==> config.mk <==
export PLATFORM = sky130hd
export DESIGN_NAME = asprdy_top
export DESIGN_NICKNAME = d
export VERILOG_FILES = /design/src/hw/asprdy_sync.v /design/src/hw/asprdy_top.v
export VERILOG_INCLUDE_DIRS = /design/src /design/src/common
export SDC_FILE = /design/constraint.sdc
export NUM_CORES = 1
export LEC_CHECK = 0
export BUFFER_PORTS_ARGS = -buffer_cell sky130_fd_sc_hd__buf_2
export CAP_MARGIN = 20
export CORE_ASPECT_RATIO = 1.1
export CORE_MARGIN = 2
export CORE_UTILIZATION = 40
export DETAILED_ROUTE_END_ITERATION = 6
export HOLD_SLACK_MARGIN = 0.05
export SYNTH_ARGS = -nofsm -noshare
export SYNTH_HDL_FRONTEND = slang
export SYNTH_SLANG_ARGS = --single-unit
==> constraint.sdc <==
create_clock -name sys_clk_in -period 3.1 [get_ports sys_clk_in]
set_input_delay 0.31 -clock sys_clk_in [delete_from_list [all_inputs] [get_ports sys_clk_in]]
set_output_delay 0.31 -clock sys_clk_in [all_outputs]
set_load 0.05 [all_outputs]
==> src/common/asprdy_regs.vh <==
/*
 holds the constants of the serial port and ready logic.
 assumes inclusion by bare name from the design files.
*/
`ifndef ASPRDY_REGS_VH
`define ASPRDY_REGS_VH
`define ASPRDY_WORD_W 24
`define ASPRDY_CMD_W 8
`define ASPRDY_SEL_W 4
`define ASPRDY_SEL_DATA 4'h4
`define ASPRDY_SEL_MODE 4'h1
`define ASPRDY_SEL_CTRL 4'h2
`define ASPRDY_SEL_IO 4'h3
`define ASPRDY_SEL_CAL 4'h5
`define ASPRDY_CMD_READ_BIT 6
`define ASPRDY_MODE_W 3
`define ASPRDY_MODE_IDLE 3'h0
`define ASPRDY_MODE_CONV 3'h2
`define ASPRDY_MODE_CAL 3'h4
`define ASPRDY_CTRL_RESET 24'h000000
`define ASPRDY_CAL_RESET 24'h800000
`define ASPRDY_IO_RESET 24'h000000
`define ASPRDY_IO_DIR1_BIT 5
`define ASPRDY_IO_DIR2_BIT 4
`define ASPRDY_IO_DAT1_BIT 1
`define ASPRDY_IO_DAT2_BIT 0
`endif

==> src/hw/asprdy_sync.v <==
/*
 two-flop synchroniser for a bus of pin inputs.
 assumes inputs are asynchronous to sys_clk_in.
*/
`timescale 1ns/10ps
module asprdy_sync #(
   parameter W = 1
) (
   input wire sys_clk_in,
   input wire rst_n_in,
   input wire ce_in,
   input wire [W-1:0] async_in,
   output reg [W-1:0] sync_out
);
reg [W-1:0] meta;
always @(posedge sys_clk_in)
begin
   if (!rst_n_in)
   begin
      meta <= {W{1'b0}};
      sync_out <= {W{1'b0}};
   end
   else if (ce_in)
   begin
      meta <= async_in;
      sync_out <= meta;
   end
end
endmodule

==> src/hw/asprdy_top.v <==
/*
 serial host port with data-ready output and two general-purpose bits.
 assumes converter core supplies result and calibration-done pulses on sys_clk_in.
*/
// Function
// - ready output goes low while an unread valid result sits in data register.
// - ready output returns high after host completes a data register read.
// - unread result: ready goes high before the next data register update.
// - ready output goes low when a calibration cycle finishes, unless a data register read completes in that cycle.
// - after calibration ready stays low until mode bits are written.
// - select is active low; serial traffic is ignored while select is high.
// - select going high ends a frame and resets bit alignment.
// - with select tied low the port still works three-wire.
// - continuous or burst serial clock keeps bit alignment.
// - output shift register loads from data, calibration, control, mode or io register.
// - input shift register transfers to register chosen by selection bits.
// - reset returns all registers and interface state to power-on values.
// - two general-purpose bits each configurable as input or output.
`timescale 1ns/10ps
`include "asprdy_regs.vh"
module asprdy_top #(
   parameter WORD_W = `ASPRDY_WORD_W,
   parameter UPD_LEAD = 2
) (
   input wire sys_clk_in,
   input wire rst_n_in,
   input wire ce_in,
   input wire sclk_in,
   input wire cs_n_in,
   input wire din_in,
   input wire reset_n_pin_in,
   input wire [WORD_W-1:0] result_in,
   input wire result_valid_in,
   input wire update_soon_in,
   input wire cal_done_in,
   input wire gpio_bit_one_in,
   input wire gpio_bit_two_in,
   output reg dout_out,
   output reg rdy_n_out,
   output reg gpio_bit_one_out,
   output reg gpio_bit_one_oe_out,
   output reg gpio_bit_two_out,
   output reg gpio_bit_two_oe_out,
   output reg [`ASPRDY_MODE_W-1:0] mode_out,
   output reg mode_wr_out,
   output reg [WORD_W-1:0] ctrl_out,
   output reg [WORD_W-1:0] cal_out
);
////////////////////////////////////////////////////////////////////////////////
localparam ST_CMD = 1'b0;
localparam ST_DAT = 1'b1;
localparam CW = `ASPRDY_CMD_W;
function [5:0] bits_for;
   input [`ASPRDY_SEL_W-1:0] sel;
   begin
      case (sel)
         `ASPRDY_SEL_MODE: bits_for = 6'h08;
         `ASPRDY_SEL_IO: bits_for = 6'h08;
         default: bits_for = WORD_W[5:0];
      endcase
   end
endfunction
wire [4:0] s;
asprdy_sync #(.W(5)) u_sync (
   .sys_clk_in(sys_clk_in),
   .rst_n_in(rst_n_in),
   .ce_in(ce_in),
   .async_in({~sclk_in, ~cs_n_in, din_in, gpio_bit_one_in, gpio_bit_two_in}),
   .sync_out(s)
);
// idle-high pins pass inverted, so the sync reset level reads as idle
wire sclk_s = !s[4];
wire cs_n_s = !s[3];
wire din_s = s[2];
reg rst_pin_m;
reg rst_pin_s;
reg sclk_d;
reg state;
reg rd;
reg [`ASPRDY_SEL_W-1:0] sel;
reg [5:0] cnt;
reg [WORD_W-1:0] ish;
reg [WORD_W-1:0] osh;
reg [WORD_W-1:0] data_reg;
reg [WORD_W-1:0] io_reg;
reg cal_hold;
reg [WORD_W-1:0] next_word;
wire rst_all = !rst_n_in || !rst_pin_s;
wire rise = sclk_s && !sclk_d;
wire fall = !sclk_s && sclk_d;
wire sel_act = !cs_n_s;
wire [5:0] nbits = bits_for(sel);
always @*
begin
   next_word = {ish[WORD_W-2:0], din_s};
end
////////////////////////////////////////////////////////////////////////////////
always @(posedge sys_clk_in)
begin
   if (!rst_n_in)
   begin
      rst_pin_m <= 1'b1;
      rst_pin_s <= 1'b1;
   end
   else if (ce_in)
   begin
      rst_pin_m <= reset_n_pin_in;
      rst_pin_s <= rst_pin_m;
   end
end
////////////////////////////////////////////////////////////////////////////////
always @(posedge sys_clk_in)
begin
   if (rst_all)
   begin
      sclk_d <= 1'b1;
      state <= ST_CMD;
      rd <= 1'b0;
      sel <= {`ASPRDY_SEL_W{1'b0}};
      cnt <= 6'h00;
      ish <= {WORD_W{1'b0}};
      osh <= {WORD_W{1'b0}};
      dout_out <= 1'b0;
      rdy_n_out <= 1'b1;
      data_reg <= {WORD_W{1'b0}};
      io_reg <= `ASPRDY_IO_RESET;
      cal_hold <= 1'b0;
      mode_out <= `ASPRDY_MODE_IDLE;
      mode_wr_out <= 1'b0;
      ctrl_out <= `ASPRDY_CTRL_RESET;
      cal_out <= `ASPRDY_CAL_RESET;
      gpio_bit_one_out <= 1'b0;
      gpio_bit_one_oe_out <= 1'b0;
      gpio_bit_two_out <= 1'b0;
      gpio_bit_two_oe_out <= 1'b0;
   end
   else if (ce_in)
   begin
      sclk_d <= sclk_s;
      mode_wr_out <= 1'b0;
      gpio_bit_one_oe_out <= io_reg[`ASPRDY_IO_DIR1_BIT];
      gpio_bit_two_oe_out <= io_reg[`ASPRDY_IO_DIR2_BIT];
      gpio_bit_one_out <= io_reg[`ASPRDY_IO_DAT1_BIT];
      gpio_bit_two_out <= io_reg[`ASPRDY_IO_DAT2_BIT];
      if (update_soon_in && !cal_hold)
         rdy_n_out <= 1'b1;
      if (result_valid_in && !cal_hold)
      begin
         data_reg <= result_in;
         rdy_n_out <= 1'b0;
      end
      if (cal_done_in)
      begin
         cal_hold <= 1'b1;
         rdy_n_out <= 1'b0;
      end
      if (io_reg[`ASPRDY_IO_DIR1_BIT] == 1'b0)
         io_reg[`ASPRDY_IO_DAT1_BIT] <= s[1];
      if (io_reg[`ASPRDY_IO_DIR2_BIT] == 1'b0)
         io_reg[`ASPRDY_IO_DAT2_BIT] <= s[0];
      if (!sel_act)
      begin
         state <= ST_CMD;
         cnt <= 6'h00;
      end
      // select tied low never resets alignment
      // bits counted only on clock edges
      else if (rise)
      begin
         ish <= next_word;
         if (state == ST_CMD)
         begin
            if (cnt == CW - 1)
            begin
               cnt <= 6'h00;
               rd <= next_word[`ASPRDY_CMD_READ_BIT];
               sel <= next_word[`ASPRDY_SEL_W-1:0];
               state <= ST_DAT;
               case (next_word[`ASPRDY_SEL_W-1:0])
                  `ASPRDY_SEL_DATA: osh <= data_reg;
                  `ASPRDY_SEL_CAL: osh <= cal_out;
                  `ASPRDY_SEL_CTRL: osh <= ctrl_out;
                  `ASPRDY_SEL_MODE: osh <= {mode_out, {(WORD_W-3){1'b0}}};
                  `ASPRDY_SEL_IO: osh <= {io_reg[7:0], {(WORD_W-8){1'b0}}};
                  default: osh <= {WORD_W{1'b0}};
               endcase
            end
            else
               cnt <= cnt + 6'h01;
         end
         else if (cnt == nbits - 6'h01)
         begin
            cnt <= 6'h00;
            state <= ST_CMD;
            if (rd)
            begin
               if (sel == `ASPRDY_SEL_DATA && !cal_hold && !result_valid_in)
                  rdy_n_out <= 1'b1;
            end
            else
            begin
               case (sel)
                  `ASPRDY_SEL_CTRL: ctrl_out <= next_word;
                  `ASPRDY_SEL_CAL: cal_out <= next_word;
                  `ASPRDY_SEL_IO: io_reg <= {{(WORD_W-8){1'b0}}, next_word[7:0]};
                  `ASPRDY_SEL_MODE:
                  begin
                     mode_out <= next_word[2:0];
                     mode_wr_out <= 1'b1;
                     if (!cal_done_in)
                     begin
                        cal_hold <= 1'b0;
                        rdy_n_out <= 1'b1;
                     end
                  end
                  default: ctrl_out <= ctrl_out;
               endcase
            end
         end
         else
            cnt <= cnt + 6'h01;
      end
      // drive on falling edge msb first
      if (sel_act && fall && state == ST_DAT && rd)
      begin
         dout_out <= osh[WORD_W-1];
         osh <= {osh[WORD_W-2:0], 1'b0};
      end
   end
end
endmodule

# Word-level counts from Yosys, hierarchy flattened
# Index checks and enable logic that the tools add are counted.
[totals]
ff_bits = 163
in_bits = 36
out_inout_bits = 58
[classes]
n_addsub = 2
n_eq_ne = 14
n_mux = 50
bitwise_logic = 4
n_reduce_logical = 30
[op_table]
columns = ["cell", "n"]
rows = [
  ["2-to-1 mux 24 bit", 5],
  ["one-hot mux 24 bit (5 select lines)", 1],
  ["2-to-1 mux 1 bit", 32],
  ["2-to-1 mux 6 bit", 5],
  ["AND reduction 7 bit", 4],
  ["== test 4 x 2 -> 1 bit (second input constant)", 4],
  ["== test 4 x 3 -> 1 bit (second input constant)", 4],
  ["2-to-1 mux 2 bit", 6],
  ["AND reduction 5 bit", 2],
  ["logical AND 1 bit", 9],
  ["== test 4 x 1 -> 1 bit (second input constant)", 2],
  ["adder 6 x 1 -> 6 bit (second input constant)", 1],
  ["== test 6 x 3 -> 1 bit (second input constant)", 1],
  ["== test 6 bit", 1],
  ["zero test 1 bit", 6],
  ["AND reduction 2 bit", 3],
  ["nonzero test 2 bit", 3],
  ["subtractor 5 x 1 -> 6 bit (second input constant)", 1],
  ["2-to-1 mux 5 bit", 1],
  ["inverter 1 bit", 4],
  ["AND reduction 3 bit", 1],
  ["!= test 2 x 1 -> 1 bit (second input constant)", 1],
  ["!= test 2 bit (second input constant)", 1],
  ["OR reduction 2 bit", 1],
  ["logical OR 1 bit", 1],
]

# Longest topological paths before layout
# Gate-level depths: netlist of run 1.
[depth]
ltp_word = 12
mapped_depth = 9

# Cells and area by module
# Synthesis of run 1 repeated with hierarchy kept, for this count alone.
[unflattened]
hier_cells = 826
area_unflattened_um2 = 7006.7
[by_module_without_submodules]
columns = ["module", "instances", "cells_per_inst", "area_per_inst_um2", "seq_area_each_um2"]
rows = [
  ["asprdy_top", 1, 795, 6632.6, 3062.9],
  ["asprdy_sync", 1, 31, 374.1, 200.2],
]

# Worst setup path after synthesis of run 1
# Ideal clock, no wire load.
[synth_path]
path_type = "reg2reg"
from = "register sel[0]"
to = "register cal_out[23]"
arrival_ps = 1965
required_ps = 2970
setup_slack_ps = 1006
path_stages_with_launch = 8
cell_sequence = "dfxtp_1 -> nor3b_2 -> mux2_4 -> or4_4 -> buf_6 -> buf_8 -> nand2_4 -> nand3_2"
[synth_between]
elab_chain_cells = 6
elab_cells_between_ends = 8
cone_classes = "1 x add/sub; 4 x eq/ne; 1 x mux; 2 x reduce/logical"
[synth_lines]
columns = ["element", "line_no", "text"]
rows = [
  ["start, declared", "asprdy_top.v:80", "reg [`ASPRDY_SEL_W-1:0] sel;"],
  ["start signal, assigned", "asprdy_top.v:119", "sel <= {`ASPRDY_SEL_W{1'b0}};"],
  ["start signal, assigned", "asprdy_top.v:177", "sel <= next_word[`ASPRDY_SEL_W-1:0];"],
  ["== test 4 x 1 -> 1 bit or == test 4 x 2 -> 1 bit (tied branches)", "asprdy_top.v:56", "case (sel)"],
  ["OR reduction 2 bit (no source line)", "-", ""],
  ["2-to-1 mux 5 bit", "asprdy_top.v:56", ""],
  ["subtractor 5 x 1 -> 6 bit", "asprdy_top.v:191", "else if (cnt == nbits - 6'h01)"],
  ["== test 6 bit", "asprdy_top.v:191", ""],
  ["AND reduction 7 bit (no source line) *", "-", ""],
  ["end signal, assigned", "asprdy_top.v:131", "cal_out <= `ASPRDY_CAL_RESET;"],
  ["end signal, assigned", "asprdy_top.v:204", "`ASPRDY_SEL_CAL: cal_out <= next_word;"],
  ["end, declared", "asprdy_top.v:47", "output reg [WORD_W-1:0] cal_out"],
]
# Mark *: on every way between the ends. The rest lies on a longest branch, timed or not.
# A chain may end at the register's enable or synchronous reset.

# Worst setup path after layout of run 1
[layout_path]
from = "register sel[0]"
to = "register io_reg[2]"
[layout_between]
elab_chain_cells = 6
elab_cells_between_ends = 7
cone_classes = "1 x add/sub; 3 x eq/ne; 1 x mux; 2 x reduce/logical"
[layout_lines]
columns = ["element", "line_no", "text"]
rows = [
  ["== test 4 x 1 -> 1 bit or == test 4 x 2 -> 1 bit (tied branches)", "asprdy_top.v:56, asprdy_top.v:202", ""],
  ["OR reduction 2 bit (no source line)", "-", ""],
  ["2-to-1 mux 5 bit", "asprdy_top.v:56", ""],
  ["subtractor 5 x 1 -> 6 bit", "asprdy_top.v:191", ""],
  ["== test 6 bit", "asprdy_top.v:191", ""],
  ["AND reduction 7 bit (no source line) *", "-", ""],
  ["end signal, assigned", "asprdy_top.v:126", "io_reg <= `ASPRDY_IO_RESET;"],
  ["end signal, assigned by index", "asprdy_top.v:160", "io_reg[`ASPRDY_IO_DAT2_BIT] <= s[0];"],
  ["end signal, assigned", "asprdy_top.v:205", "`ASPRDY_SEL_IO: io_reg <= {{(WORD_W-8){1'b0}}, next_word[7:0]};"],
  ["end, declared", "asprdy_top.v:85", "reg [WORD_W-1:0] io_reg;"],
]
# Marks and branches as above.

==> results of run 1 <==
[routing by layer]
layer  share of wire, %  routed length (µm)  vias up
li1                   -                   -     2993
met1                 46                8650     2856
met2                 47                8720      162
met3                5.8                1080       22
met4                1.3                 247        0
met5                  0                   0        -
[final timing paths]
path	startpoint	to	slack, ns	depth (start not counted)
worst max-delay path	sel[0]	io_reg[2]	0.76	5
worst min-delay path	reset_n_pin_in	rst_pin_m	0.09	3
worst max register to register	sel[0]	io_reg[2]	0.76	5
worst min register to register	data_reg[0]	data_reg[0]	0.45	2
[critical path: stages, from the launching register on]
cell	delay [ns]
dfxtp_1	0.48
nor3b_2	0.34
mux2_4	0.42
or4_1	0.68
mux2i_1	0.21
nor2_1	0.06
[metrics by stage]
| stage | cells | setup slack [ns] | cell area [µm²] |
|---|---|---|---|
| finish | 1135 | 0.755 | 8160 |
| global route | 1135 | 0.599 | 8160 |
| CTS | 1134 | 0.768 | 8150 |
| detailed placement | 1102 | 0.775 | 7580 |
| global placement | 1102 | 0.787 | 7580 |
| floorplan | 822 | 1.01 | 6940 |
[cell type report]
cell class | count | area (µm²) | area share (%)
sequential | 163 | 3260 | 40.0
timing repair buffer | 116 | 671 | 8.22
multi-input combinational | 585 | 3350 | 41.0
clock inverter | 13 | 126 | 1.55
clock buffer | 19 | 443 | 5.43
tap | 234 | 293 | 3.59
inverter | 5 | 18.8 | 0.230
[logic make-up (layout without fill, tap and decap cells)]
| logic type | Yosys count | in the layout | share of synthesized area, % |
|---|---|---|---|
| simple gates | 315 | 315 | 21.1 |
| mux | 48 | 48 | 7.29 |
| flops | 163 | 163 | 47.0 |
| fa+ha+maj | 1 | 1 | 0.180 |
| buf+inv | 74 | 153 | 4.89 |
| xor+xnor | 1 | 1 | 0.126 |
| compound gates | 220 | 220 | 19.4 |
[power groups by stage]
stage / clock, mW / sequential [mW] / combinational [mW]
2_1_floorplan: 0 / 2.18 / 0.114
3_3_place_gp: 0 / 2.18 / 0.177
3_5_place_dp: 0 / 2.18 / 0.179
4_1_cts: 2.09 / 2.14 / 0.179
5_1_grt: 2.17 / 2.14 / 0.199
6_report: 2.06 / 2.14 / 0.180
[layout by cell type (no fill, tap or decap), types with 6 or more instances in the layout]
master,synthesis,routed
nand2_1,226,225
dfxtp_1,163,163
a21oi_1,116,116
buf_2,16,93
mux2i_1,31,31
o21ai_0,31,31
nor2_1,28,28
buf_4,0,20
a221o_1,17,17
clkbuf_16,0,17
o22ai_1,16,16
mux2_2,16,16
a22oi_1,12,12
nor2b_1,11,11
nand3_1,10,10
a221oi_1,6,6
[synth_stat cells (12+ instances only)]
master	count
mux2i_1	31
nor2_1	28
mux2_2	16
dfxtp_1	163
nand2_1	226
clkbuf_1	42
o22ai_1	16
o21ai_0	31
a221o_1	17
a22oi_1	12
a21oi_1	116
buf_2	16
==> run metrics, run 1 <==
I/O pin count between 90 and 100; remaining routing DRC violations 0; gr usage total 20.9%; grt peak-use layer met2; port buffer count 93; drt pass-1 iters 5; startpoint types flop; Reg power frac 48.9%; Logic pwr share 4.1%; switching pwr 1.05 mW; vias in the first global route about 5600; setup TNS after final layout 0 ns; routing usage on met2 33.1%; RSZ-0062 raised after global routing no; Netlist cell types 58; max-slew violations 0; Final ANT Viol Nets 0; CTS Buffer Depth 2; top cell type's share of synthesized area 47.0%; P_leak 3.10 nW; Final period util about three quarters; TritonCTS Buffers 17; Synth area leader dfxtp_1; grt total ovfl 0; Worst Path Max Fanout 10; via/cell ratio roughly 5.3; die area 0.0184 mm²; Diodes inserted 0; share of layout cells above drive strength 1 19.8%; Syn Nets 859; DP Wirelength 12200 µm; Critical Path RT about 3.4 ns; hold-fix buffers at CTS 0; worst slew pin tran between 0.9 and 1 ns; First DRT Iteration DRCs 499; Final min period 2.34 ns; Final Wtd Congestion approximately 0.79; # nets final a little over 900; core outline area 0.0170 mm²; clock-pin transition on the worst setup and hold timing paths 0.06 ns; Final Power 4.37 mW; Crit Path Class reg2reg; worst clock skew 0.0105 ns; Crit path arrival time around 2.6 ns; synthesized flop and latch total 163; Pint 3.32 mW; Initial Util 40.8%; CP endpoint kind flop; clk_lat worst skew 0.44 ns; post-layout util between 40% and 50%; routing usage on met3 between 5 and 6%; Max-Cap Viols 0; Post-CTS Setup Repair Bufs 0; worst hold margin 0.0881 ns; Cells after Synth approximately 820; top cells by area, synth dfxtp_1 (47%), nand2_1 (12%), a21oi_1 (8.4%); first-pass GRT wire length 30100 µm; GR Util met1 roughly 28%; Post-Route WL 18700 µm; Power Dens Cells 536 mW/mm²; number of enable flip-flop cells after synthesis 0; Top FF cell, synth dfxtp_1; count of clock tree sinks between 150 and 200; Fillers 1696; Vias roughly 6000; largest net degree at the start of global routing between 90 and 100; final setup vio count 0; Syn Std Cell Area 0.00694 mm²; status complete, no violations; post-synthesis sequential area ratio 47.0%; CTS Root Cell clkbuf_16; Post-Syn Area per Cell 8.44 µm²; Clock H-tree levels 4; Clock power frac 47.0%; initial antenna violation count 0; HP Class in2reg; P&R area growth vs syn 17.7%; mean routed wirelength per cell roughly 16 µm; Synth warnings 0; Final Hold Viols 0; CTS resizes 0; Die Ht 142 µm; die width ~130 µm; Fmax between 400 and 500 MHz; switch share between 20% and 30%; VDD IR max 442 µV; fraction of registers with async set or reset after synthesis 0%; # rows 50; TritonCTS clock tree done; Max-slew headroom 36.0%
Note: power is estimated with default switching activity, not from simulation.
==> run 2: changes to the inputs <==
- ABC_AREA: unset -> 1
- clock period: 3.1 -> 2.3 ns (I/O delays scaled with it)
==> run 2 against run 1 <==
Net effect: wire length is 6.5% higher; synthesized cell count is 15% higher; critical path depth is 6 higher; first-iteration DRC count is 12% lower; maximum frequency is 19% higher; critical endpoint is now ctrl_out[21]; largest power group is now clock.
==> run metrics, run 2 <==
Post-Syn Area per Cell 7.34 µm² (-13%); Crit Path Class reg2reg; Fmax 509 MHz (+19%); complex-gate fraction of the synthesized area 19.2% (-0.17 points); Final Power 6.08 mW (+39%); Max-slew headroom 45.6% (+9.6 points); R2R depth 11 (+6); Die Ht 142 µm (about the same); fraction of registers with async set or reset after synthesis 0% (unchanged); # nets final 1064 (+15%); clock-pin transition on the worst setup and hold timing paths 0.07 ns (about the same); mean routed wirelength per cell 15.6 µm (-5.1%); via/cell ratio 5.06 (-4.8%); remaining routing DRC violations 0 (unchanged); RR Startpoint cnt[0]; WHS Endpoint data_reg[0]; placed cells 1236 (+12%); Post-Route WL 19900 µm (+6.5%); FF+latch area 0.00326 mm² (unchanged); port buffer count 93 (unchanged); r2r endpoint ctrl_out[21]; Syn Nets 983 (+14%); setup TNS after final layout 0 ns (unchanged); gr usage total 22.1% (+1.3 points); Diodes inserted 0 (unchanged); Max-Cap Viols 0 (unchanged); count of clock tree sinks 163 (unchanged); dpl cell area 0.00757 mm² (-0.12%); most frequent cells in the layout nand2_1 (163), dfxtp_1 (163), nor2_1 (160); status complete, no violations; top cells by area, synth dfxtp_1 (47%), nand2_1 (8.8%), nor2_1 (8.7%); Initial Util 40.8% (about the same); worst slew pin tran 0.815 ns (-0.145 ns); CP endpoint kind flop; clk_lat worst skew 0.43 ns (about the same); Cells after Synth 946 (+15%); Vias 6445 (+6.8%); Post-CTS Setup Repair Bufs 0 (unchanged); Synth Area in XOR/XNOR 0% (-0.13 points); die width 130 µm (about the same); first-pass GRT wire length 31700 µm (+5.2%); largest net degree at the start of global routing 46 (-50%); vias in the first global route 6015 (+8.0%); Power Dens Cells 738 mW/mm² (+38%); Netlist cell types 36 (-38%); # rows 50 (unchanged); max-slew violations 0 (unchanged); worst clock skew 0.00912 ns (-0.00135 ns); Final period util 85.4% (+9.7 points); VDD IR max 528 µV (+19%); worst hold margin 0.0648 ns (-0.0233 ns); post-route cell area 0.00823 mm² (+0.89%); Critical Path Max Stage Delay 0.39 ns (-0.29 ns); P&R area growth vs syn 18.6%; largest family of logic cells by synthesized area simple AND/OR/NAND/NOR gates; Final Wtd Congestion 0.881 (+11%); adder and majority gate portion of the synthesized area 0.180% (about the same); HP Class in2reg; hold path cells 3 (unchanged); Crit path arrival time 2.33 ns (-0.31 ns); core outline area 0.0170 mm² (unchanged); non-filler cells, final 1274 (+12%); CP delay by family, top simple AND/OR/NAND/NOR gates; synthesized flop and latch total 163 (unchanged); Syn Std Cell Area 0.00694 mm² (about the same); Final min period 1.96 ns (-0.381 ns); initial antenna violation count 0 (unchanged); crit path buf inv count 3 (+3); Fillers 1761 (+3.8%); r2r setup slk 0.34 ns (-0.42 ns); number of enable flip-flop cells after synthesis 0 (unchanged); Synth warnings 0 (unchanged); Final ANT Viol Nets 0 (unchanged); CP cell instances ha_1, nand2_2, nor2_2, nand2_1, nor2_2, buf_4, buf_4, nand2_8, inv_6, nor2_1, nor2_1; die area 0.0184 mm² (about the same); Synth area leader dfxtp_1; Critical Path RT 2.67 ns (-0.72 ns); Post-synth top cells dfxtp_1 (163), nand2_1 (163), nor2_1 (160); RSZ-0062 raised after global routing no; HP Start result_in[0]; share of layout cells above drive strength 1 17.1% (-2.6 points); Final Hold Viols 0 (unchanged); final setup vio count 0 (unchanged); Top FF cell, synth dfxtp_1; CTS Root Cell clkbuf_16; grt total ovfl 0 (unchanged); TritonCTS clock tree done; mux contribution to synthesized area 0.288% (-7.0 points); area of the multi-input gates 0.00314 mm² (-6.1%); CTS Buffer Depth 2 (unchanged); First DRT Iteration DRCs 441 (-12%); P_leak 3.56 nW (+15%); Clock H-tree levels 4 (unchanged); top cell type's share of synthesized area 47.0% (about the same); drt pass-1 iters 5 (unchanged); DP Wirelength 13800 µm (+13%); Worst Path Max Fanout 33 (+23); post-synthesis sequential area ratio 47.0% (about the same); TritonCTS Buffers 17 (unchanged); startpoint types flop; Critical Path Slowest Stage Cell dfxtp_1; I/O pin count 94 (unchanged); Simple-Gate Fraction of Synth Area 25.6% (+4.5 points)
[run 2: through the flow]
stage | setup WS (ns) | util (%)
finish | 0.336 | 48.4
global route | 0.118 | 48.4
CTS | 0.317 | 48.4
detailed placement | 0.338 | 44.5
global placement | 0.380 | 44.5
floorplan | 0.690 | -
[run 2: where the power goes]
group          switching, mW  total [mW]  internal, mW
registers             0.0249        2.89          2.87
logic                  0.182       0.280        0.0985
clock network           1.24        2.90          1.66
total                   1.45        6.08          4.62
[run 2: repair_timing]
action,in CTS,in global routing
endpoints found under the hold margin,6,0
gates resized for setup,0,0
hold buffers,6,0
[run 2: worst min-delay path, cell delays in order]
cell and delay [ns]:
buf_2 0.09, nand3_1 0.07, a21oi_1 0.06
[run 2: cells by family after synthesis]
kind of cell,after synthesis
adders and majority gates,1
AOI/OAI and AO/OA,261
and+or+nand+nor,408
DFF,163
buffers and inverters,111
muxes,2
[run 2: worst max path at each step]
| stage | cells past startpoint | from | endpoint |
|---|---|---|---|
| after floorplan | 10 | cnt[0] | cal_out[6] |
| after global placement | 11 | cnt[0] | ctrl_out[3] |
| after detailed placement | 11 | cnt[0] | ctrl_out[21] |
| after CTS | 11 | cnt[0] | ctrl_out[21] |
| after global routing | 11 | cnt[0] | ctrl_out[1] |
| final | 11 | cnt[0] | ctrl_out[21] |
[run 2: area by class of cell]
cell class                 instances  area share, %
multi-input combinational        672           38.2
timing repair buffer             121           8.84
sequential                       163           39.6
tap                              234           3.56
clock inverter                    14           2.02
inverter                          52           2.43
clock buffer                      18           5.33
[run 2: layer usage]
| metal | wire, µm | vias up | global-route usage (%) |
|---|---|---|---|
| li1 | - | 3286 | - |
| met1 | 8710 | 2984 | 27.7 |
| met2 | 9790 | 139 | 36.8 |
| met3 | 696 | 36 | 3.91 |
| met4 | 712 | 0 | 10.7 |
| met5 | 0 | - | 0 |
